### src/pkg/i2c_master_pkg.sv
// Shared types and constants for the two-wire master receive, acknowledge and Stop block.
// Notes on behaviour
// - Buffer write during busy sequence sets collision flag.
// - Receive eight bits, then set interrupt and full.
// - Acknowledge pulls clock low, drives ack data.
// - Acknowledge: low one period, high one period.
// - Acknowledge end clears enable, stops counter, idles.
// - Stop drives data low, then counts period.
// - Stop releases clock, then data one period later.
// - Stop seen sets flag; period later interrupt.
// - Reset disables module and ends any transfer.
// - Start and Stop seen bits clear when disabled.
// - Busy bus with interrupt enabled: Stop interrupts.
// - Released data read low sets collision, idles.
// - Arbitration checked in transfers, starts, acknowledge.
// - Transmit collision halts, clears full, releases lines.
// - Condition collision aborts, releases, clears its enable.
// - After collision, a seen Stop sets interrupt.
// - Next buffer write restarts at first bit.
// - Start with low line aborts with collision.
// - Start: early data low restarts count; then clock low.
// - Each period is reload value counted to zero.
// - Receive request ignored unless module is idle.
package i2c_master_pkg;

  // Sequencer states.
  typedef enum logic [3:0] {
    st_idle = 4'h0,
    st_start_a = 4'h1,
    st_start_b = 4'h2,
    st_tx_low = 4'h3,
    st_tx_high = 4'h4,
    st_rx_low = 4'h5,
    st_rx_high = 4'h6,
    st_ack_low = 4'h7,
    st_ack_high = 4'h8,
    st_stop_a = 4'h9,
    st_stop_b = 4'hA,
    st_stop_c = 4'hB
  } mstate_e;

  // Sampled levels of the two bus lines.
  typedef struct packed {
    logic scl;
    logic sda;
  } lines_s;

  // Index of the last data bit of a byte, counted from zero.
  localparam logic [3:0] LAST_DATA_BIT = 4'h7;
  // Index of the acknowledge bit slot in a transmitted byte.
  localparam logic [3:0] ACK_SLOT_BIT = 4'h8;
  // Value of the bit counter at the start of every byte.
  localparam logic [3:0] BIT_CNT_RST = 4'h0;
  // Value of the shift register and buffer after reset.
  localparam logic [7:0] BYTE_RST = 8'h00;
  // Level of both lines assumed after reset: released and high.
  localparam lines_s LINES_RST = '{scl: 1'b1, sda: 1'b1};

endpackage

### src/verilog/pin_sync.sv
// Three-stage synchroniser with agreement filter for the bus line inputs.
`timescale 1ns/10ps

module pin_sync #(
  parameter int W = 2
) (
  // Clock and reset.
  input wire logic ref_clk,
  input wire logic rst,
  // Raw pin levels and the filtered result.
  input wire logic [W-1:0] async_in,
  output logic [W-1:0] level_out
);

  // Stage one is read only by stage two, to keep metastability contained.
  logic [W-1:0] meta_reg;
  // Stages two and three, compared to accept a change.
  logic [W-1:0] s2_reg;
  logic [W-1:0] s3_reg;
  // Accepted level.
  logic [W-1:0] level_reg;

  // Each bit takes a new level only once stages two and three agree.
  genvar gi;
  generate
    for (gi = 0; gi < W; gi++) begin : g_bit
      always_ff @(posedge ref_clk) begin
        if (rst) begin
          meta_reg[gi] <= 1'b1;
          s2_reg[gi] <= 1'b1;
          s3_reg[gi] <= 1'b1;
          level_reg[gi] <= 1'b1;
        end else begin
          meta_reg[gi] <= async_in[gi];
          s2_reg[gi] <= meta_reg[gi];
          s3_reg[gi] <= s2_reg[gi];
          if (s2_reg[gi] == s3_reg[gi]) begin
            level_reg[gi] <= s3_reg[gi];
          end
        end
      end
    end
  endgenerate

  // The filtered level drives the consumer.
  assign level_out = level_reg;

endmodule

### src/verilog/i2c_master_core.sv
// Two-wire master sequencer: Start, byte send and receive, acknowledge, Stop and arbitration.
`timescale 1ns/10ps

module i2c_master_core #(
  parameter int BAUD_W = 8
) (
  // Clock and reset.
  input wire logic ref_clk,
  input wire logic rst,
  // Module control.
  input wire logic module_enable,
  input wire logic [BAUD_W-1:0] baud_reload_value,
  input wire logic stop_irq_enable,
  // Sequence requests, one-cycle set pulses, and the acknowledge level.
  input wire logic start_set,
  input wire logic receive_set,
  input wire logic ack_set,
  input wire logic stop_set,
  input wire logic ack_data_bit,
  // Shared buffer access.
  input wire logic buf_wr,
  input wire logic [7:0] buf_wdata,
  input wire logic buf_rd,
  output logic [7:0] rx_tx_buffer,
  // Flag clears from software, one-cycle pulses.
  input wire logic sif_clear,
  input wire logic write_collision_flag_clear,
  input wire logic bcl_clear,
  // Control and status bits.
  output logic start_enable,
  output logic receive_enable,
  output logic ack_sequence_enable,
  output logic stop_sequence_enable,
  output logic ack_status_bit,
  output logic buffer_full_flag,
  output logic write_collision_flag,
  output logic serial_interrupt_flag,
  output logic bus_collision_flag,
  output logic start_detected,
  output logic stop_detected,
  // Open-drain bus lines.
  input wire logic scl_in,
  output logic scl_out,
  output logic scl_oe,
  input wire logic sda_in,
  output logic sda_out,
  output logic sda_oe
);

  // Sequencer state and its next value.
  i2c_master_pkg::mstate_e state_reg;
  i2c_master_pkg::mstate_e state_next;
  // Filtered line levels and their values one cycle earlier.
  i2c_master_pkg::lines_s line;
  i2c_master_pkg::lines_s line_prev_reg;
  // Baud counter.
  logic [BAUD_W-1:0] cnt_reg;
  // Bit counter and serial shift register.
  logic [3:0] bit_cnt_reg;
  logic [7:0] serial_shift_register;
  // Control enables.
  logic start_en_reg;
  logic rcv_en_reg;
  logic ack_en_reg;
  logic stop_en_reg;
  // Status flags.
  logic sif_reg;
  logic write_collision_flag_reg;
  logic bcl_reg;
  logic bf_reg;
  logic ack_status_bit_reg;
  logic start_det_reg;
  logic stop_det_reg;
  logic [7:0] buf_reg;
  // Lines held low between sequences while the master owns the bus.
  logic scl_hold_reg;
  logic sda_hold_reg;
  // Combinational events from the sequencer.
  logic wait_hold;
  logic coll;
  logic fin_start;
  logic fin_tx;
  logic fin_rx;
  logic fin_ack;
  logic fin_stop;
  logic tx_bit_end;
  logic rx_sample;

  // Filter the raw pins into the clock domain.
  pin_sync #(
    .W(2)
  ) u_sync (
    .ref_clk(ref_clk),
    .rst(rst),
    .async_in({scl_in, sda_in}),
    .level_out(line)
  );

  // Decoded conditions.
  wire is_idle = (state_reg == i2c_master_pkg::st_idle);
  wire cnt_zero = (cnt_reg == '0);
  wire tick = cnt_zero & ~wait_hold;
  wire tx_bit = (bit_cnt_reg > i2c_master_pkg::LAST_DATA_BIT) | serial_shift_register[7];
  wire start_evt = line_prev_reg.scl & line.scl & line_prev_reg.sda & ~line.sda;
  wire stop_evt = line_prev_reg.scl & line.scl & ~line_prev_reg.sda & line.sda;
  wire go_ok = is_idle & module_enable;
  // A Start with either line already low is refused as a collision.
  wire start_bad = go_ok & start_set & ~(line.scl & line.sda);
  wire start_go = go_ok & start_set & ~start_bad;
  wire wr_ok = buf_wr & go_ok;
  // A write while any sequence runs is refused and flagged.
  wire wr_refused = buf_wr & ~go_ok;
  wire high_phase = (state_reg == i2c_master_pkg::st_tx_high) |
    (state_reg == i2c_master_pkg::st_ack_high);
  wire last_rx = (bit_cnt_reg == i2c_master_pkg::LAST_DATA_BIT);
  wire last_tx = (bit_cnt_reg == i2c_master_pkg::ACK_SLOT_BIT);

  // Line drive decode: the master only ever pulls a line low or lets it go.
  wire scl_drive = (is_idle & scl_hold_reg) |
    (state_reg == i2c_master_pkg::st_tx_low) |
    (state_reg == i2c_master_pkg::st_rx_low) |
    (state_reg == i2c_master_pkg::st_ack_low) |
    (state_reg == i2c_master_pkg::st_stop_a);
  wire sda_drive = (is_idle & sda_hold_reg) |
    (state_reg == i2c_master_pkg::st_start_b) |
    (state_reg == i2c_master_pkg::st_stop_a) |
    (state_reg == i2c_master_pkg::st_stop_b) |
    (((state_reg == i2c_master_pkg::st_tx_low) | (state_reg == i2c_master_pkg::st_tx_high)) &
      ~tx_bit) |
    (((state_reg == i2c_master_pkg::st_ack_low) | (state_reg == i2c_master_pkg::st_ack_high)) &
      ~ack_data_bit);
  assign scl_out = 1'b0;
  assign sda_out = 1'b0;
  assign scl_oe = scl_drive;
  assign sda_oe = sda_drive;

  // A released data line read low while the clock is high means lost arbitration.
  // The acknowledge slot of a sent byte belongs to the slave and is not checked.
  wire arb_lost = high_phase & line.scl & ~sda_drive & ~line.sda &
    ~((state_reg == i2c_master_pkg::st_tx_high) & last_tx);

  // Next-state logic and sequencer events.
  always_comb begin
    state_next = state_reg;
    wait_hold = 1'b0;
    coll = 1'b0;
    fin_start = 1'b0;
    fin_tx = 1'b0;
    fin_rx = 1'b0;
    fin_ack = 1'b0;
    fin_stop = 1'b0;
    tx_bit_end = 1'b0;
    rx_sample = 1'b0;
    case (state_reg)
      // Idle: accept one request at a time.
      i2c_master_pkg::st_idle: begin
        if (start_go) begin
          state_next = i2c_master_pkg::st_start_a;
        end else if (wr_ok) begin
          state_next = i2c_master_pkg::st_tx_low;
        end else if (go_ok & receive_set) begin
          state_next = i2c_master_pkg::st_rx_low;
        end else if (go_ok & ack_set) begin
          state_next = i2c_master_pkg::st_ack_low;
        end else if (go_ok & stop_set) begin
          state_next = i2c_master_pkg::st_stop_a;
        end
      end
      // Start, first count with both lines released.
      i2c_master_pkg::st_start_a: begin
        if (~line.scl & line.sda) begin
          coll = 1'b1;
        end else if (~line.sda | tick) begin
          // Data pulled low early by another master restarts the count at once.
          state_next = i2c_master_pkg::st_start_b;
        end
      end
      // Start, second count with data low; a low clock here is no collision.
      i2c_master_pkg::st_start_b: begin
        if (tick) begin
          fin_start = 1'b1;
        end
      end
      // Clock low: data bit is placed.
      i2c_master_pkg::st_tx_low: begin
        if (tick) begin
          state_next = i2c_master_pkg::st_tx_high;
        end
      end
      // Clock released: count starts only once the clock is seen high.
      i2c_master_pkg::st_tx_high: begin
        wait_hold = ~line.scl;
        if (arb_lost) begin
          coll = 1'b1;
        end else if (tick) begin
          tx_bit_end = 1'b1;
          if (last_tx) begin
            fin_tx = 1'b1;
          end else begin
            state_next = i2c_master_pkg::st_tx_low;
          end
        end
      end
      // Receive, clock low.
      i2c_master_pkg::st_rx_low: begin
        if (tick) begin
          state_next = i2c_master_pkg::st_rx_high;
        end
      end
      // Receive, clock high: data sampled at the end of the period.
      i2c_master_pkg::st_rx_high: begin
        wait_hold = ~line.scl;
        if (tick) begin
          rx_sample = 1'b1;
          if (last_rx) begin
            fin_rx = 1'b1;
          end else begin
            state_next = i2c_master_pkg::st_rx_low;
          end
        end
      end
      // Acknowledge, clock held low for one period.
      i2c_master_pkg::st_ack_low: begin
        if (tick) begin
          state_next = i2c_master_pkg::st_ack_high;
        end
      end
      // Acknowledge, clock high for one period after it is seen high.
      i2c_master_pkg::st_ack_high: begin
        wait_hold = ~line.scl;
        if (arb_lost) begin
          coll = 1'b1;
        end else if (tick) begin
          fin_ack = 1'b1;
        end
      end
      // Stop, data pulled low; count once data is seen low.
      i2c_master_pkg::st_stop_a: begin
        wait_hold = line.sda;
        if (tick) begin
          state_next = i2c_master_pkg::st_stop_b;
        end
      end
      // Stop, clock released; one period after it is seen high.
      i2c_master_pkg::st_stop_b: begin
        wait_hold = ~line.scl;
        if (tick) begin
          state_next = i2c_master_pkg::st_stop_c;
        end
      end
      // Stop, data released; one period after the Stop is seen.
      i2c_master_pkg::st_stop_c: begin
        wait_hold = ~(line.sda & line.scl);
        if (tick) begin
          fin_stop = 1'b1;
        end
      end
      default: begin
        state_next = i2c_master_pkg::st_idle;
      end
    endcase
    // Any finish or collision, or a disabled module, returns to idle.
    if (coll | fin_start | fin_tx | fin_rx | fin_ack | fin_stop | ~module_enable) begin
      state_next = i2c_master_pkg::st_idle;
    end
  end

  // Sequencer state register.
  always_ff @(posedge ref_clk) begin
    if (rst) begin
      state_reg <= i2c_master_pkg::st_idle;
    end else begin
      state_reg <= state_next;
    end
  end

  // Baud counter: loaded on every state change or wait, else counts down to zero.
  // It stands still in idle, so the master clock is suspended between sequences.
  always_ff @(posedge ref_clk) begin
    if (rst) begin
      cnt_reg <= '0;
    end else if ((state_next != state_reg) | wait_hold) begin
      cnt_reg <= baud_reload_value;
    end else if (~cnt_zero & ~is_idle) begin
      cnt_reg <= cnt_reg - 1'b1;
    end
  end

  // Bit counter and shift register; each byte begins at its first bit.
  always_ff @(posedge ref_clk) begin
    if (rst) begin
      bit_cnt_reg <= i2c_master_pkg::BIT_CNT_RST;
      serial_shift_register <= i2c_master_pkg::BYTE_RST;
    end else if (is_idle) begin
      bit_cnt_reg <= i2c_master_pkg::BIT_CNT_RST;
      if (wr_ok) begin
        serial_shift_register <= buf_wdata;
      end
    end else if (tx_bit_end) begin
      bit_cnt_reg <= bit_cnt_reg + 1'b1;
      serial_shift_register <= {serial_shift_register[6:0], 1'b0};
    end else if (rx_sample) begin
      bit_cnt_reg <= bit_cnt_reg + 1'b1;
      serial_shift_register <= {serial_shift_register[6:0], line.sda};
    end
  end

  // Control enables: set from idle only, cleared by hardware on finish or collision.
  always_ff @(posedge ref_clk) begin
    if (rst | ~module_enable) begin
      start_en_reg <= 1'b0;
      rcv_en_reg <= 1'b0;
      ack_en_reg <= 1'b0;
      stop_en_reg <= 1'b0;
    end else begin
      start_en_reg <= start_go | (start_en_reg & ~fin_start & ~coll);
      rcv_en_reg <= (go_ok & receive_set & ~start_set & ~buf_wr) |
        (rcv_en_reg & ~fin_rx & ~coll);
      ack_en_reg <= (state_next == i2c_master_pkg::st_ack_low & is_idle) |
        (ack_en_reg & ~fin_ack & ~coll);
      stop_en_reg <= (state_next == i2c_master_pkg::st_stop_a & is_idle) |
        (stop_en_reg & ~fin_stop & ~coll);
    end
  end

  // Line hold after a sequence: clock stays low until a Stop or collision.
  always_ff @(posedge ref_clk) begin
    if (rst | ~module_enable) begin
      scl_hold_reg <= 1'b0;
      sda_hold_reg <= 1'b0;
    end else if (coll | fin_stop) begin
      scl_hold_reg <= 1'b0;
      sda_hold_reg <= 1'b0;
    end else if (fin_start) begin
      scl_hold_reg <= 1'b1;
      sda_hold_reg <= 1'b1;
    end else if (fin_tx | fin_rx | fin_ack) begin
      scl_hold_reg <= 1'b1;
      sda_hold_reg <= 1'b0;
    end
  end

  // Buffer, full flag and acknowledge status.
  always_ff @(posedge ref_clk) begin
    if (rst) begin
      buf_reg <= i2c_master_pkg::BYTE_RST;
      bf_reg <= 1'b0;
      ack_status_bit_reg <= 1'b0;
    end else begin
      if (wr_ok) begin
        buf_reg <= buf_wdata;
      end else if (fin_rx) begin
        buf_reg <= {serial_shift_register[6:0], line.sda};
      end
      // Setting wins over the clear by a read in the same cycle.
      if (wr_ok | fin_rx) begin
        bf_reg <= 1'b1;
      end else if (buf_rd | (coll & (state_reg == i2c_master_pkg::st_tx_high)) |
          (tx_bit_end & (bit_cnt_reg == i2c_master_pkg::LAST_DATA_BIT))) begin
        bf_reg <= 1'b0;
      end
      if (fin_tx) begin
        ack_status_bit_reg <= line.sda;
      end
    end
  end

  // Sticky flags: hardware set wins over the software clear.
  always_ff @(posedge ref_clk) begin
    if (rst) begin
      sif_reg <= 1'b0;
      write_collision_flag_reg <= 1'b0;
      bcl_reg <= 1'b0;
    end else begin
      // Interrupt on finish, or on a Stop seen while busy with the Stop interrupt on, or after a lost bus.
      sif_reg <= fin_start | fin_tx | fin_rx | fin_ack | fin_stop |
        (stop_evt & ~stop_en_reg & ((start_det_reg & stop_irq_enable) | bcl_reg)) |
        (sif_reg & ~sif_clear);
      write_collision_flag_reg <= wr_refused | (write_collision_flag_reg & ~write_collision_flag_clear);
      bcl_reg <= coll | start_bad | (bcl_reg & ~bcl_clear);
    end
  end

  // Bus monitor: Start and Stop seen bits, cleared when disabled.
  always_ff @(posedge ref_clk) begin
    if (rst | ~module_enable) begin
      start_det_reg <= 1'b0;
      stop_det_reg <= 1'b0;
      line_prev_reg <= i2c_master_pkg::LINES_RST;
    end else begin
      line_prev_reg <= line;
      if (start_evt) begin
        start_det_reg <= 1'b1;
        stop_det_reg <= 1'b0;
      end else if (stop_evt) begin
        start_det_reg <= 1'b0;
        stop_det_reg <= 1'b1;
      end
    end
  end

  // Status outputs straight from their registers.
  assign rx_tx_buffer = buf_reg;
  assign start_enable = start_en_reg;
  assign receive_enable = rcv_en_reg;
  assign ack_sequence_enable = ack_en_reg;
  assign stop_sequence_enable = stop_en_reg;
  assign ack_status_bit = ack_status_bit_reg;
  assign buffer_full_flag = bf_reg;
  assign write_collision_flag = write_collision_flag_reg;
  assign serial_interrupt_flag = sif_reg;
  assign bus_collision_flag = bcl_reg;
  assign start_detected = start_det_reg;
  assign stop_detected = stop_det_reg;

  // Checks on the sequencer.
  chk_write_collision_flag_keeps_buf: assert property (@(posedge ref_clk) disable iff (rst)
    wr_refused |=> write_collision_flag && rx_tx_buffer == $past(rx_tx_buffer))
    else $error("refused write changed buffer or missed flag");

  chk_rx_done_flags: assert property (@(posedge ref_clk) disable iff (rst)
    fin_rx |=> serial_interrupt_flag && buffer_full_flag && !receive_enable && scl_oe)
    else $error("receive end flags wrong");

  chk_ack_low_drive: assert property (@(posedge ref_clk) disable iff (rst)
    state_reg == i2c_master_pkg::st_ack_low |-> scl_oe && (sda_oe == !ack_data_bit))
    else $error("acknowledge drive wrong");

  chk_ack_end_idle: assert property (@(posedge ref_clk) disable iff (rst)
    fin_ack |=> (is_idle && !ack_sequence_enable) ##1 $stable(cnt_reg))
    else $error("acknowledge did not end cleanly");

  chk_stop_sda_low: assert property (@(posedge ref_clk) disable iff (rst)
    state_reg == i2c_master_pkg::st_stop_a && line.sda |=> cnt_reg == baud_reload_value)
    else $error("stop count not held while data high");

  chk_stop_finish: assert property (@(posedge ref_clk) disable iff (rst)
    fin_stop |=> serial_interrupt_flag && !stop_sequence_enable && !scl_oe && !sda_oe)
    else $error("stop end flags wrong");

  chk_coll_release: assert property (@(posedge ref_clk) disable iff (rst)
    coll |=> bus_collision_flag && is_idle && !scl_oe && !sda_oe && !start_enable)
    else $error("collision did not release bus");

  chk_disable_clear: assert property (@(posedge ref_clk) disable iff (rst)
    !module_enable |=> !start_detected && !stop_detected && is_idle)
    else $error("disable left state behind");

  chk_rcv_ignored: assert property (@(posedge ref_clk) disable iff (rst)
    receive_set && !is_idle && !receive_enable |=> !receive_enable)
    else $error("receive accepted while busy");

  chk_busy_stop_irq: assert property (@(posedge ref_clk) disable iff (rst)
    stop_evt && start_detected && stop_irq_enable && module_enable && !stop_sequence_enable
      |=> serial_interrupt_flag)
    else $error("stop on busy bus gave no interrupt");

endmodule

### config.mk
export PLATFORM = sky130hd
export DESIGN_NAME = i2c_master_core
export DESIGN_NICKNAME = d
export VERILOG_FILES = /design/src/pkg/i2c_master_pkg.sv /design/src/verilog/pin_sync.sv /design/src/verilog/i2c_master_core.sv
export SDC_FILE = /design/constraint.sdc
export NUM_CORES = 1
export LEC_CHECK = 0
export ABC_AREA = 1
export CORE_ASPECT_RATIO = 0.75
export CORE_MARGIN = 5
export CORE_UTILIZATION = 50
export DETAILED_ROUTE_END_ITERATION = 10
export DONT_BUFFER_PORTS = 1
export GPL_TIMING_DRIVEN = 0
export PLACE_DENSITY = 0.69
export SETUP_SLACK_MARGIN = 0.4
export SYNTH_ARGS = -nofsm -noshare
export SYNTH_HDL_FRONTEND = slang
export SYNTH_SLANG_ARGS = --single-unit
### constraint.sdc
create_clock -name ref_clk -period 2.11 [get_ports ref_clk]
set_input_delay 0.1055 -clock ref_clk [delete_from_list [all_inputs] [get_ports ref_clk]]
set_output_delay 0.1055 -clock ref_clk [all_outputs]
set_load 0.02 [all_outputs]
### Yosys cells after proc, flatten, opt, wreduce, memory -nomap -nowiden

Index checks and enable logic that the tools add are counted.

* register bits: 55
* input port bits: 32
* word-level logic and storage cells: 235

* $add $sub $neg: 2
* order comparisons: 1
* equality and inequality tests: 19
* muxes and demuxes: 55
* bitwise operators: 114
* reductions and logical operators: 16

Operators by type and width (number)
* 2-to-1 mux 4 bit: 20
* 2-to-1 mux 8 bit: 8
* bitwise AND 1 bit: 47
* OR 1 bit: 42
* one-hot mux 4 bit (10 select lines): 1
* inverter 1 bit: 25
* == test 4 x 3 -> 1 bit, second input constant: 6
* == test 4 bit, second input constant: 6
* 2-to-1 mux 1 bit: 24
* nonzero test 2 bit: 6
* == test 4 x 2 -> 1 bit, second input constant: 2
* logical NOT 8 bit: 1
* OR reduction 2 bit: 4
* subtractor 8 x 1 -> 8 bit, second input constant: 1
* adder 4 x 1 -> 4 bit, second input constant: 1
* == test 4 x 1 -> 1 bit, second input constant: 1
* > comparator 4 x 3 -> 1 bit, second input constant: 1
* logical NOT 4 bit: 1
* inequality test 4 bit: 1
* OR reduction 4 bit: 1
* one-hot mux 1 bit (3 select lines): 1
* nonzero test 3 bit: 1
* OR reduction 3 bit: 1
* == test 1 bit: 2
* 3 further kinds: 3

### Logic depth before layout (Yosys ltp)

Gate-level depths: netlist of the first run.

* depth in word-level cells: 23
* gate-level depth with buffers: 22

### Hierarchy

Synthesis of the first run repeated with hierarchy kept, for this count alone.

* cells, all modules: 493
* area total of the unflattened synthesis: 3275.6 um^2

By module, submodules not included
* i2c_master_core: instances 1, cells each 463, area an instance 3022.9 um^2, seq. area each 940.9 um^2
* pin_sync: instances 1, cells each 30, area an instance 252.7 um^2, seq. area each 160.2 um^2

### Least setup slack after synthesis of the first run

OpenSTA, ideal clock, no wires.

* path type: register to register
* from: register cnt_reg[0]
* to: register cnt_reg[7]
* library setup time: 0.132 ns
* arrival time: 2.193 ns
* required time: 1.978 ns
* path slack: -0.215 ns
* cell stages (with the launch flop): 20
* cell sequence: dfxtp_1 -> inv_1 -> ha_1 -> nand3_1 -> nor2_2 -> inv_2 -> nor2_4 -> buf_6 -> nand2_1 -> nand2_1 -> nand2_1 -> nor2_2 -> nand2_2 -> nand3_1 -> nand2_2 -> nor2_4 -> buf_6 -> nand3_1 -> nand2_1 -> a21oi_1

* cells in the longest elaborated chain, start to end: 14
* elaborated cells between the ends (all ways): 39

Ends and longest elaborated chain
* start: declaration: RTL line i2c_master_core.sv:57 `logic [BAUD_W-1:0] cnt_reg;`
* start signal: assignment: RTL line i2c_master_core.sv:283 `cnt_reg <= baud_reload_value;`
* start signal: assignment: RTL line i2c_master_core.sv:285 `cnt_reg <= cnt_reg - 1'b1;`
* logical NOT 8 bit: RTL line i2c_master_core.sv:101 `wire cnt_zero = (cnt_reg == '0);`
* bitwise AND 1 bit: RTL line i2c_master_core.sv:102 `wire tick = cnt_zero & ~wait_hold;`
* 2-to-1 mux 1 bit, on equally long branches
* 2-to-1 mux 1 bit, on equally long branches: RTL line i2c_master_core.sv:154, i2c_master_core.sv:193
* OR 1 bit or 2-to-1 mux 1 bit (tied branches): RTL line i2c_master_core.sv:263, i2c_master_core.sv:154
* OR 1 bit (5 in a row): RTL line i2c_master_core.sv:263 `if (coll | fin_start | fin_tx | fin_rx | fin_ack | fin_stop | ~module_enable) begin`
* 2-to-1 mux 4 bit: RTL line i2c_master_core.sv:263
* inequality test 4 bit: RTL line i2c_master_core.sv:282 `end else if ((state_next != state_reg) | wait_hold) begin`
* OR 1 bit: RTL line i2c_master_core.sv:282
* 2-to-1 mux 8 bit or nonzero test 2 bit (tied branches)

Several ways; a longest one is shown, not always the timed one. The select of a mux whose other input is x is not followed.
A chain may end at the register's enable or synchronous reset.

### Worst setup path after layout of the first run

* from: register state_reg[3]
* to: register cnt_reg[5]

* cells in the longest elaborated chain, start to end: 23
* elaborated cells between the ends (all ways): 89

Ends and longest elaborated chain
* start: declaration: RTL line i2c_master_core.sv:51 `i2c_master_pkg::mstate_e state_reg;`
* start signal: assignment: RTL line i2c_master_core.sv:271 `state_reg <= i2c_master_pkg::st_idle;`
* start signal: assignment: RTL line i2c_master_core.sv:273 `state_reg <= state_next;`
* logical NOT 4 bit: RTL line i2c_master_core.sv:100, i2c_master_core.sv:154
* bitwise AND 1 bit: RTL line i2c_master_core.sv:124 `wire sda_drive = (is_idle & sda_hold_reg) |`
* OR 1 bit: RTL line i2c_master_core.sv:124
* OR 1 bit: RTL line i2c_master_core.sv:125 `(state_reg == i2c_master_pkg::st_start_b) |`
* OR 1 bit: RTL line i2c_master_core.sv:126 `(state_reg == i2c_master_pkg::st_stop_a) |`
* OR 1 bit: RTL line i2c_master_core.sv:127 `(state_reg == i2c_master_pkg::st_stop_b) |`
* OR 1 bit: RTL line i2c_master_core.sv:129 `~tx_bit) |`
* inverter 1 bit: RTL line i2c_master_core.sv:139 `wire arb_lost = high_phase & line.scl & ~sda_drive & ~line.sda &`
* bitwise AND 1 bit (3 in a row): RTL line i2c_master_core.sv:139
* 2-to-1 mux 1 bit: RTL line i2c_master_core.sv:193, i2c_master_core.sv:231
* one-hot mux 1 bit (2 select lines): RTL line i2c_master_core.sv:154 `case (state_reg)`
* OR 1 bit (6 in a row): RTL line i2c_master_core.sv:263
* 2-to-1 mux 4 bit: RTL line i2c_master_core.sv:263
* inequality test 4 bit: RTL line i2c_master_core.sv:282
* OR 1 bit: RTL line i2c_master_core.sv:282
* 2-to-1 mux 8 bit or nonzero test 2 bit (tied branches)

Several ways; a longest one is shown, not always the timed one.

==> results of run 1 <==
==> metal layers <==
metal,share of wire,global-route usage
met5,0,0
met4,0.028,0.0492
met3,0.094,0.0635
met2,0.45,0.384
met1,0.43,0.330
==> through the flow <==
stage	instance area [sq um]	hold WS, ps	utilization
finish	4870	27.9	0.763
global route	4870	25.2	0.763
CTS	4400	4.94	0.689
detailed placement	3540	212	0.554
global placement	3540	213	0.554
floorplan	3430	209	-
==> final timing paths <==
| path | to | slack [ps] | depth (start not counted) |
|---|---|---|---|
| hold reg to reg | u_sync.s2_reg[1] | 430 | 1 |
| setup reg to reg | cnt_reg[5] | -410 | 18 |
| setup / recovery | cnt_reg[5] | -410 | 18 |
| hold / removal | cnt_reg[5] | 30 | 4 |
==> power by group through the flow <==
stage | sequential, mW | combinational (mW) | clock (mW)
floorplan | 1.34 | 1.38 | 0
global placement | 1.37 | 1.63 | 0
detailed placement | 1.38 | 1.67 | 0
CTS | 1.36 | 2.18 | 0.667
global route | 1.39 | 2.81 | 0.704
finish | 1.37 | 2.62 | 0.651
==> logic make-up after synthesis <==
group           Yosys count  synth area share
fa+ha+maj                 3            0.0113
other cells               1           0.00113
simple gates            274             0.411
xor+xnor                  6            0.0158
buf+inv                  80             0.105
flops                    55             0.332
compound gates           73             0.124
==> layout by cell type, fill, tap and decap left out, drive strengths merged, types with 2 or more instances in the layout <==
cell,synthesis,routed
a21boi,2,2
a21oi,21,21
a31oi,17,17
buf,9,73
clkbuf,7,10
clkinv,2,3
conb,1,2
dfxtp,55,55
dlygate4sd3,0,21
ha,3,3
inv,62,64
nand2,142,142
nand3,42,42
nand4,17,17
nor2,55,55
nor3,5,5
o211ai,2,2
o21ai,27,27
or2,10,10
xnor2,2,2
xor2,4,4
==> timing repair <==
| item | 4_1_cts | 5_1_grt |
|---|---|---|
| pin swaps | 29 | 38 |
| setup buffers | 42 | 19 |
| cloned | 1 | 0 |
| endpoints found under the setup margin | 42 | 42 |
| resized for setup | 71 | 82 |
| endpoints found under the hold margin | 30 | 0 |
| hold buffers | 21 | 0 |
==> final cells by class <==
cell class	count	area (sq um)
multi-input cells	358	2360
fillers	458	1510
flip-flops and latches	55	1120
repair buffers	83	771
inverters	64	256
plain buffers	16	160
well taps	81	101
clock buffers	5	68.8
clock inverters	3	33.8
==> worst max-delay path: stages, from the launching register on <==
cell and delay, ps:
dfxtp_2 340, buf_8 140, nor2_4 160, buf_4 140, nand2_2 50, nand2_2 90, a21boi_4 70, nand3_4 150
buf_6 130, nand4_4 130, nor2_8 210, nand2_4 80, nand2_4 80, nand3_4 70, nor2_4 210, buf_6 160
nand3_2 70, nand2_2 60, a21oi_2 50
==> metrics, run 1 <==
yosys warns=0; number of synthesized flops with an enable pin=0; Placer Congestion=0.949; vias in the first global route=3391; setup ws final=-408 ps; Setup violations, final=24; Clk pwr share=0.140; Max rail drop VDD=814 uV; DRT iter0 DRCs=375; buffer levels on the longest clock path=2; gr ovfl total=0; top-count cell post-synth=nand2_1; Setup CP Type=reg -> reg; worst r2r src=state_reg[3]; final wirelength=10800 microns; CP arrival=2700 ps; Finished Layout Cells=665; Synth top area share=0.332; vias per cell=5.62; Clock Sinks=55; Psw=2.05 mW; CP Launch Point=state_reg[3]; Netlist cell types=43; Final Max Tran Viols=0; final hold violation count=0; Mapped Avg Cell Area=6.75 sq um; Fin Clk Skew=12.0 ps; Vias=3740; most frequent cells after synthesis=nand2_1 (126), dfxtp_1 (55), inv_1 (54); NumNets Final=618; Die Area=8390 sq um; RSZ-0062 raised after global routing=true; sw frac=0.441; # DRC=0; dominant cells by area after synthesis=dfxtp_1 (33%), nand2_1 (14%), inv_1 (6.1%), nand3_1 (5.1%), nor2_1 (4.6%); pwr/cell area=954 nW/um^2; Post-Synthesis Cells=492; status=complete, but fails checks; final worst-path cycle share=1.19; Worst setup SP type=register; CTS tree=yes; failing checks=negative setup slack; mapped cell area=3320 sq um; layout cells sized above 1=0.392; P&R area growth vs syn=46.6%; post-synthesis register bit count=55; critical path peak fanout=6; initial antenna violation count=0; Synth area leader=dfxtp_1; fmax=0.397 GHz; die width=104 microns; die height=80.6 microns; root buffer cell=clkbuf_8; setup TNS=-5650 ps; Worst Tran Pin Value=608 ps; post-route ant nets=0; # diodes=0; Final Critical Period=2520 ps; Leak Pwr=2.27 nW; total of max-cap violations=0; Pint=2.60 mW; DP Cell Count=574; Hold Crit Class=in -> reg; number of core rows=25; 1st-pass router iterations=5; Slew headroom=0.595; Combinational Power Share=0.564; share of the yosys chip area belonging to registers=0.332; wire length of the first global-routing pass=16400 microns; DR WL/cell=16.3 microns; Reg power frac=0.296; dpl ws=-476 ps; overall global routing resource usage=0.241; Skew-Pair Late Insertion Delay=320 ps; CP required=2300 ps; Worst Hold Launch=baud_reload_value[5]; H-tree levels=2; Post-synth ARST share=0; io pins=55; Top FF cell, synth=dfxtp_1; Final Power=4.65 mW; pin count of the biggest net entering global routing=21; area of the core=6380 sq um; crit end category=register; Initial Util=0.520; cts bufs inserted=5; I/O Buffers=0; DP HPWL=6880 microns; Clk pin slew, worst setup/hold paths=100 ps
(Power assumes the default switching activity.)
==> run 2, diff against run 1 <==
--- a/config.mk
+++ b/config.mk
@@ -16,4 +16,5 @@
 export SETUP_SLACK_MARGIN = 0.4
 export SYNTH_ARGS = -nofsm -noshare
 export SYNTH_HDL_FRONTEND = slang
+export SYNTH_HIERARCHICAL = 1
 export SYNTH_SLANG_ARGS = --single-unit
==> run 2 against run 1 <==
The flow finishes with violations (negative hold slack, negative setup slack). Fmax shrank 8.4%. Sequential power is essentially flat. Total power grew 8.4%. Cell count grew 5.0%. Via count grew 15%. Die area shrank 1.2%. Highest routed layer unchanged.
==> metrics, run 2 <==
Netlist cell types=40; Clock Sinks=55; Synth area leader=dfxtp_1; # DRC=0; Synth top area share=0.336; Top FF cell, synth=dfxtp_1; vias in the first global route=3422; H-tree levels=2; Placer Congestion=0.912; Mapped Avg Cell Area=6.64 sq um; # diodes=0; number of synthesized flops with an enable pin=0; crit end category=register; dominant cells by area after synthesis=dfxtp_1 (34%), nand2_1 (15%), inv_1 (6.8%), nand3_1 (4.9%), nor2_1 (4.4%); top-count cell post-synth=nand2_1; most frequent cells in the layout=nand2_1 (95), buf_4 (69), inv_1 (49); Setup violations, final=23; Worst Tran Pin Value=641 ps; final wirelength=14100 microns; layout cells sized above 1=0.429; fill count=343; DP HPWL=6820 microns; CP required=2350 ps; RSZ-0062 raised after global routing=true; P&R area growth vs syn=60.4%; failing checks=negative hold slack, negative setup slack; Max rail drop VDD=620 uV; CTS tree=yes; post-synthesis register bit count=55; Clk pin slew, worst setup/hold paths=120 ps; area of the core=6350 sq um; vias per cell=6.15; Initial Util=0.516; cts bufs inserted=5; Fin Clk Skew=10.5 ps; Slew headroom=0.573; register area=1120 sq um; Vias=4291; post-route ant nets=0; setup TNS=-7450 ps; fmax=0.364 GHz; commonest non-fill, non-tap cell in the layout=nand2_1; Final Critical Period=2750 ps; Hold Crit Class=in -> reg; number of core rows=25; final worst-path cycle share=1.30; critical path peak fanout=8; Leak Pwr=2.44 nW; wire length of the first global-routing pass=17300 microns; share of the yosys chip area belonging to registers=0.336; die height=80.1 microns; status=complete, but fails checks; pin count of the biggest net entering global routing=19; area of the multi-input gates=2480 sq um; Post-synth ARST share=0; setup ws final=-638 ps; most frequent cells after synthesis=nand2_1 (135), inv_1 (59), dfxtp_1 (55); worst hold margin=-42.8 ps; gr ovfl total=0; final hold violation count=1; yosys warns=6; Skew-Pair Late Insertion Delay=330 ps; overall global routing resource usage=0.268; Post-Synthesis Cells=493; DRT iter0 DRCs=564; pwr/cell area=959 nW/um^2; Setup CP Type=reg -> reg; root buffer cell=clkbuf_8; 1st-pass router iterations=7; io pins=55; die width=103 microns; Worst setup SP type=register; mapped cell area=3280 sq um; total of max-cap violations=0; Die Area=8290 sq um; I/O Buffers=0; DR WL/cell=20.2 microns; NumNets Final=651; initial antenna violation count=0; flop2flop setup slack=-640 ps; Final Max Tran Viols=0; buffer levels on the longest clock path=2; CP arrival=2990 ps
-- run 2: cells by family (layout without fill, tap and decap cells) --
logic type	Yosys count	after routing	share of synthesized area
DFF	55	55	0.336
xor gates and xnor gates	6	6	0.0160
AOI/OAI and AO/OA	74	74	0.128
other	1	2	0.00114
buffers and inverters	80	203	0.0970
adders and majority gates	3	3	0.0115
and+or+nand+nor	274	274	0.410
-- run 2: per-stage QoR --
step	std cells	total power [mW]	util	setup WS (ps)	cell area [sq um]
final	698	5.04	0.827	-638	5250
after global routing	698	5.24	0.827	-713	5250
after CTS	654	4.18	0.697	-237	4420
after detailed placement	575	2.95	0.544	-557	3460
after global placement	575	2.92	0.544	-557	3460
after floorplan	494	2.62	-	-35.1	3360
-- run 2: where the power goes --
part | leakage, nW | internal (mW) | switching [mW] | total, mW
clock | 0.0522 | 0.277 | 0.401 | 0.678
combinational | 1.93 | 1.29 | 1.70 | 2.99
sequential | 0.454 | 1.18 | 0.194 | 1.37
total | 2.44 | 2.75 | 2.29 | 5.04
-- run 2: critical path: stages (launching register included) --
cell	delay (ps)
dfxtp_4	480
inv_6	70
nor2_4	220
nand3_4	120
nand3_4	110
nor2_4	70
o21ai_1	130
nand2_1	110
inv_2	130
nand2_4	90
nor2_8	170
nand2_2	90
nand2_2	90
nand3_2	100
nor2_4	210
nand2_4	140
nand2_2	80
nand2_1	60
a21oi_1	160
-- run 2: area by class of cell --
| cell class | count | area share |
|---|---|---|
| clock buffers | 6 | 0.0157 |
| well taps | 81 | 0.0193 |
| plain buffers | 11 | 0.0186 |
| inverters | 69 | 0.0543 |
| repair buffers | 115 | 0.203 |
| flip-flops and latches | 55 | 0.214 |
| clock inverters | 2 | 0.00333 |
| multi-input cells | 359 | 0.472 |
-- run 2: repair_timing --
item	in CTS	in global routing
setup buffers	46	43
hold buffers	25	1
endpoints found under the hold margin	35	2
pin swaps	39	46
gates cloned	0	1
endpoints found under the setup margin	42	45
gates resized for setup	71	116
-- run 2: worst paths after layout --
kind                endpoint                startpoint  cells after the start
max reg2reg       cnt_reg[2]              state_reg[3]                     18
min             start_enable                 start_set                      2
max               cnt_reg[2]              state_reg[3]                     18
min reg2reg  rx_tx_buffer[3]  serial_shift_register[2]                      2
-- run 2: per-layer routing --
| metal | vias to the layer above | routed length (microns) | GRT usage |
|---|---|---|---|
| met4 | 0 | 731 | 0.0660 |
| met3 | 96 | 1800 | 0.0556 |
| met1 | 1963 | 5260 | 0.376 |
| li1 | 1850 | - | - |
| met2 | 382 | 6350 | 0.417 |
| met5 | - | 0 | 0 |
==> run 3, diff against run 2 <==
--- a/config.mk
+++ b/config.mk
@@ -6,12 +6,15 @@
 export NUM_CORES = 1
 export LEC_CHECK = 0
 export ABC_AREA = 1
+export ABC_CLOCK_PERIOD_IN_PS = 2110
+export CAP_MARGIN = 20
 export CORE_ASPECT_RATIO = 0.75
 export CORE_MARGIN = 5
 export CORE_UTILIZATION = 50
 export DETAILED_ROUTE_END_ITERATION = 10
 export DONT_BUFFER_PORTS = 1
 export GPL_TIMING_DRIVEN = 0
+export HOLD_SLACK_MARGIN = 0.06
 export PLACE_DENSITY = 0.69
 export SETUP_SLACK_MARGIN = 0.4
 export SYNTH_ARGS = -nofsm -noshare
==> run 3 against run 2 <==
The flow finishes with violations (negative setup slack). Routed wire length shrank 4.1%. Flip-flop and latch count is the same. Utilization shrank 1.4 points. Count of clock-buffer cells in the layout is the same. Clock power shrank 0.6%. Non-clock buffer count shrank 1. Via count shrank 1.1%. Global-route usage grew 0.23 points. Setup slack gained 56 ps. Worst hold slack gained 120 ps.
==> metrics, run 3 (synthesized netlist as in run 2, its figures left out) <==
final hold violation count=0; die width=103 microns; vias in the first global route=3494; I/O Buffers=0; metal3 WL=1660 microns; Clock Sinks=55; DRT iter0 DRCs=741; RSZ-0062 raised after global routing=true; flop2flop setup slack=-580 ps; Die Area=8290 sq um; Worst Hold Depth=3; buffer levels on the longest clock path=2; Clk pin slew, worst setup/hold paths=110 ps; Setup violations, final=22; Placer Congestion=0.912; Vias=4244; H-tree levels=2; most frequent cells in the layout=nand2_1 (100), buf_4 (61), inv_1 (52); wire length of the first global-routing pass=17600 microns; Hold EP=serial_interrupt_flag; pwr/cell area=950 nW/um^2; Finished Layout Cells=697; DR WL/cell=19.4 microns; DP Cell Count=575; Leak Pwr=2.41 nW; failing checks=negative setup slack; Slew headroom=0.541; fmax=0.372 GHz; # DRC=0; final worst-path cycle share=1.28; vias per cell=6.09; worst r2r src=state_reg[3]; area of the multi-input gates=2390 sq um; setup ws final=-581 ps; CP required=2330 ps; metal2 WL=6150 microns; layout cells sized above 1=0.403; area of the core=6350 sq um; final wirelength=13600 microns; Worst Tran Pin Value=688 ps; Skew-Pair Late Insertion Delay=330 ps; gr ovfl total=0; post-route ant nets=0; initial antenna violation count=0; status=complete, but fails checks; overall global routing resource usage=0.270; Final Critical Period=2690 ps; fill count=382; Setup CP Type=reg -> reg; Worst Hold Launch=sif_clear; NumNets Final=650; commonest non-fill, non-tap cell in the layout=nand2_1; setup TNS=-6150 ps; io pins=55; R2R Path End=cnt_reg[7]; Worst setup SP type=register; Met1 Wirelength=5010 microns; CP arrival=2910 ps; P&R area growth vs syn=57.6%; pin count of the biggest net entering global routing=19; Max rail drop VDD=582 uV; die height=80.1 microns; worst hold margin=81.9 ps; DP HPWL=6820 microns; critical path peak fanout=5; Initial Util=0.516; root buffer cell=clkbuf_8; register area=1120 sq um; max layer used=met4; total of max-cap violations=0; number of core rows=25; CTS tree=yes; Fin Clk Skew=12.7 ps; crit end category=register; Final Max Tran Viols=0; cts bufs inserted=5; # diodes=0; Hold Crit Class=in -> reg; 1st-pass router iterations=6; R2R cell count=18
-- run 3: cell count changes in the layout (fill, tap and decap cells not counted), sizes merged --
cell	before	now
buf	98	89
dlygate4sd3	25	33
-- run 3: where the power goes --
part / internal (mW) / switching, mW / total, mW / leakage [nW]
clock: 0.276 / 0.397 / 0.674 / 0.0522
sequential: 1.18 / 0.182 / 1.36 / 0.454
combinational: 1.22 / 1.65 / 2.87 / 1.90
-- run 3: metal layers --
layer  vias to the layer above  track usage
met1                      1945        0.378
li1                       1851            -
met3                       106       0.0582
met4                         0       0.0815
met2                       342        0.414
met5                         -            0
-- run 3: worst max-delay path by stage --
stage | from | end | depth (start not counted)
after global placement | u_sync/level_out[0] | cnt_reg[2] | 16
after detailed placement | u_sync/level_out[0] | cnt_reg[2] | 16
after CTS | state_reg[3] | cnt_reg[2] | 17
after global routing | state_reg[3] | cnt_reg[7] | 18
after floorplan | bit_cnt_reg[0] | cnt_reg[0] | 20
final | state_reg[3] | cnt_reg[7] | 18
-- run 3: final cells by class --
cell class,count,area share
Buffer,11,0.0184
Inverter,69,0.0543
Clock buffer,6,0.0160
Clock inverter,2,0.00339
Multi-Input combinational cell,359,0.463
Timing Repair Buffer,114,0.208
Tap cell,81,0.0196
Sequential cell,55,0.217
-- run 3: critical path: stages (launching register included) --
cell     delay (ps)
dfxtp_4         420
buf_4           160
nand2_4          90
nand2_4          80
nand2_4          80
nand2_1          90
nor2_4          170
nand3_1         120
nand2_1         130
inv_1            70
nor2_1          160
nand3_2         150
nand3_1         150
inv_1           100
nor2_4          190
buf_12          150
nand3_1          90
nand2_1         120
a21oi_1          60
-- run 3: metrics by stage --
| stage | total power [mW] | instance area [sq um] | util | worst slack [ps] |
|---|---|---|---|---|
| 2_1_floorplan | 2.62 | 3360 | - | -35.1 |
| 3_3_place_gp | 2.92 | 3460 | 0.544 | -557 |
| 3_5_place_dp | 2.95 | 3460 | 0.544 | -557 |
| 4_1_cts | 4.19 | 4500 | 0.709 | -237 |
| 5_1_grt | 5.11 | 5160 | 0.813 | -703 |
| 6_report | 4.91 | 5160 | 0.813 | -581 |
-- run 3: repair_timing --
item,CTS,global route
setup endpoints to repair,42,45
hold buffers,33,1
gates cloned,0,1
hold endpoints to repair,43,1
gates resized for setup,71,91
pin swaps,39,46
buffers inserted,46,34
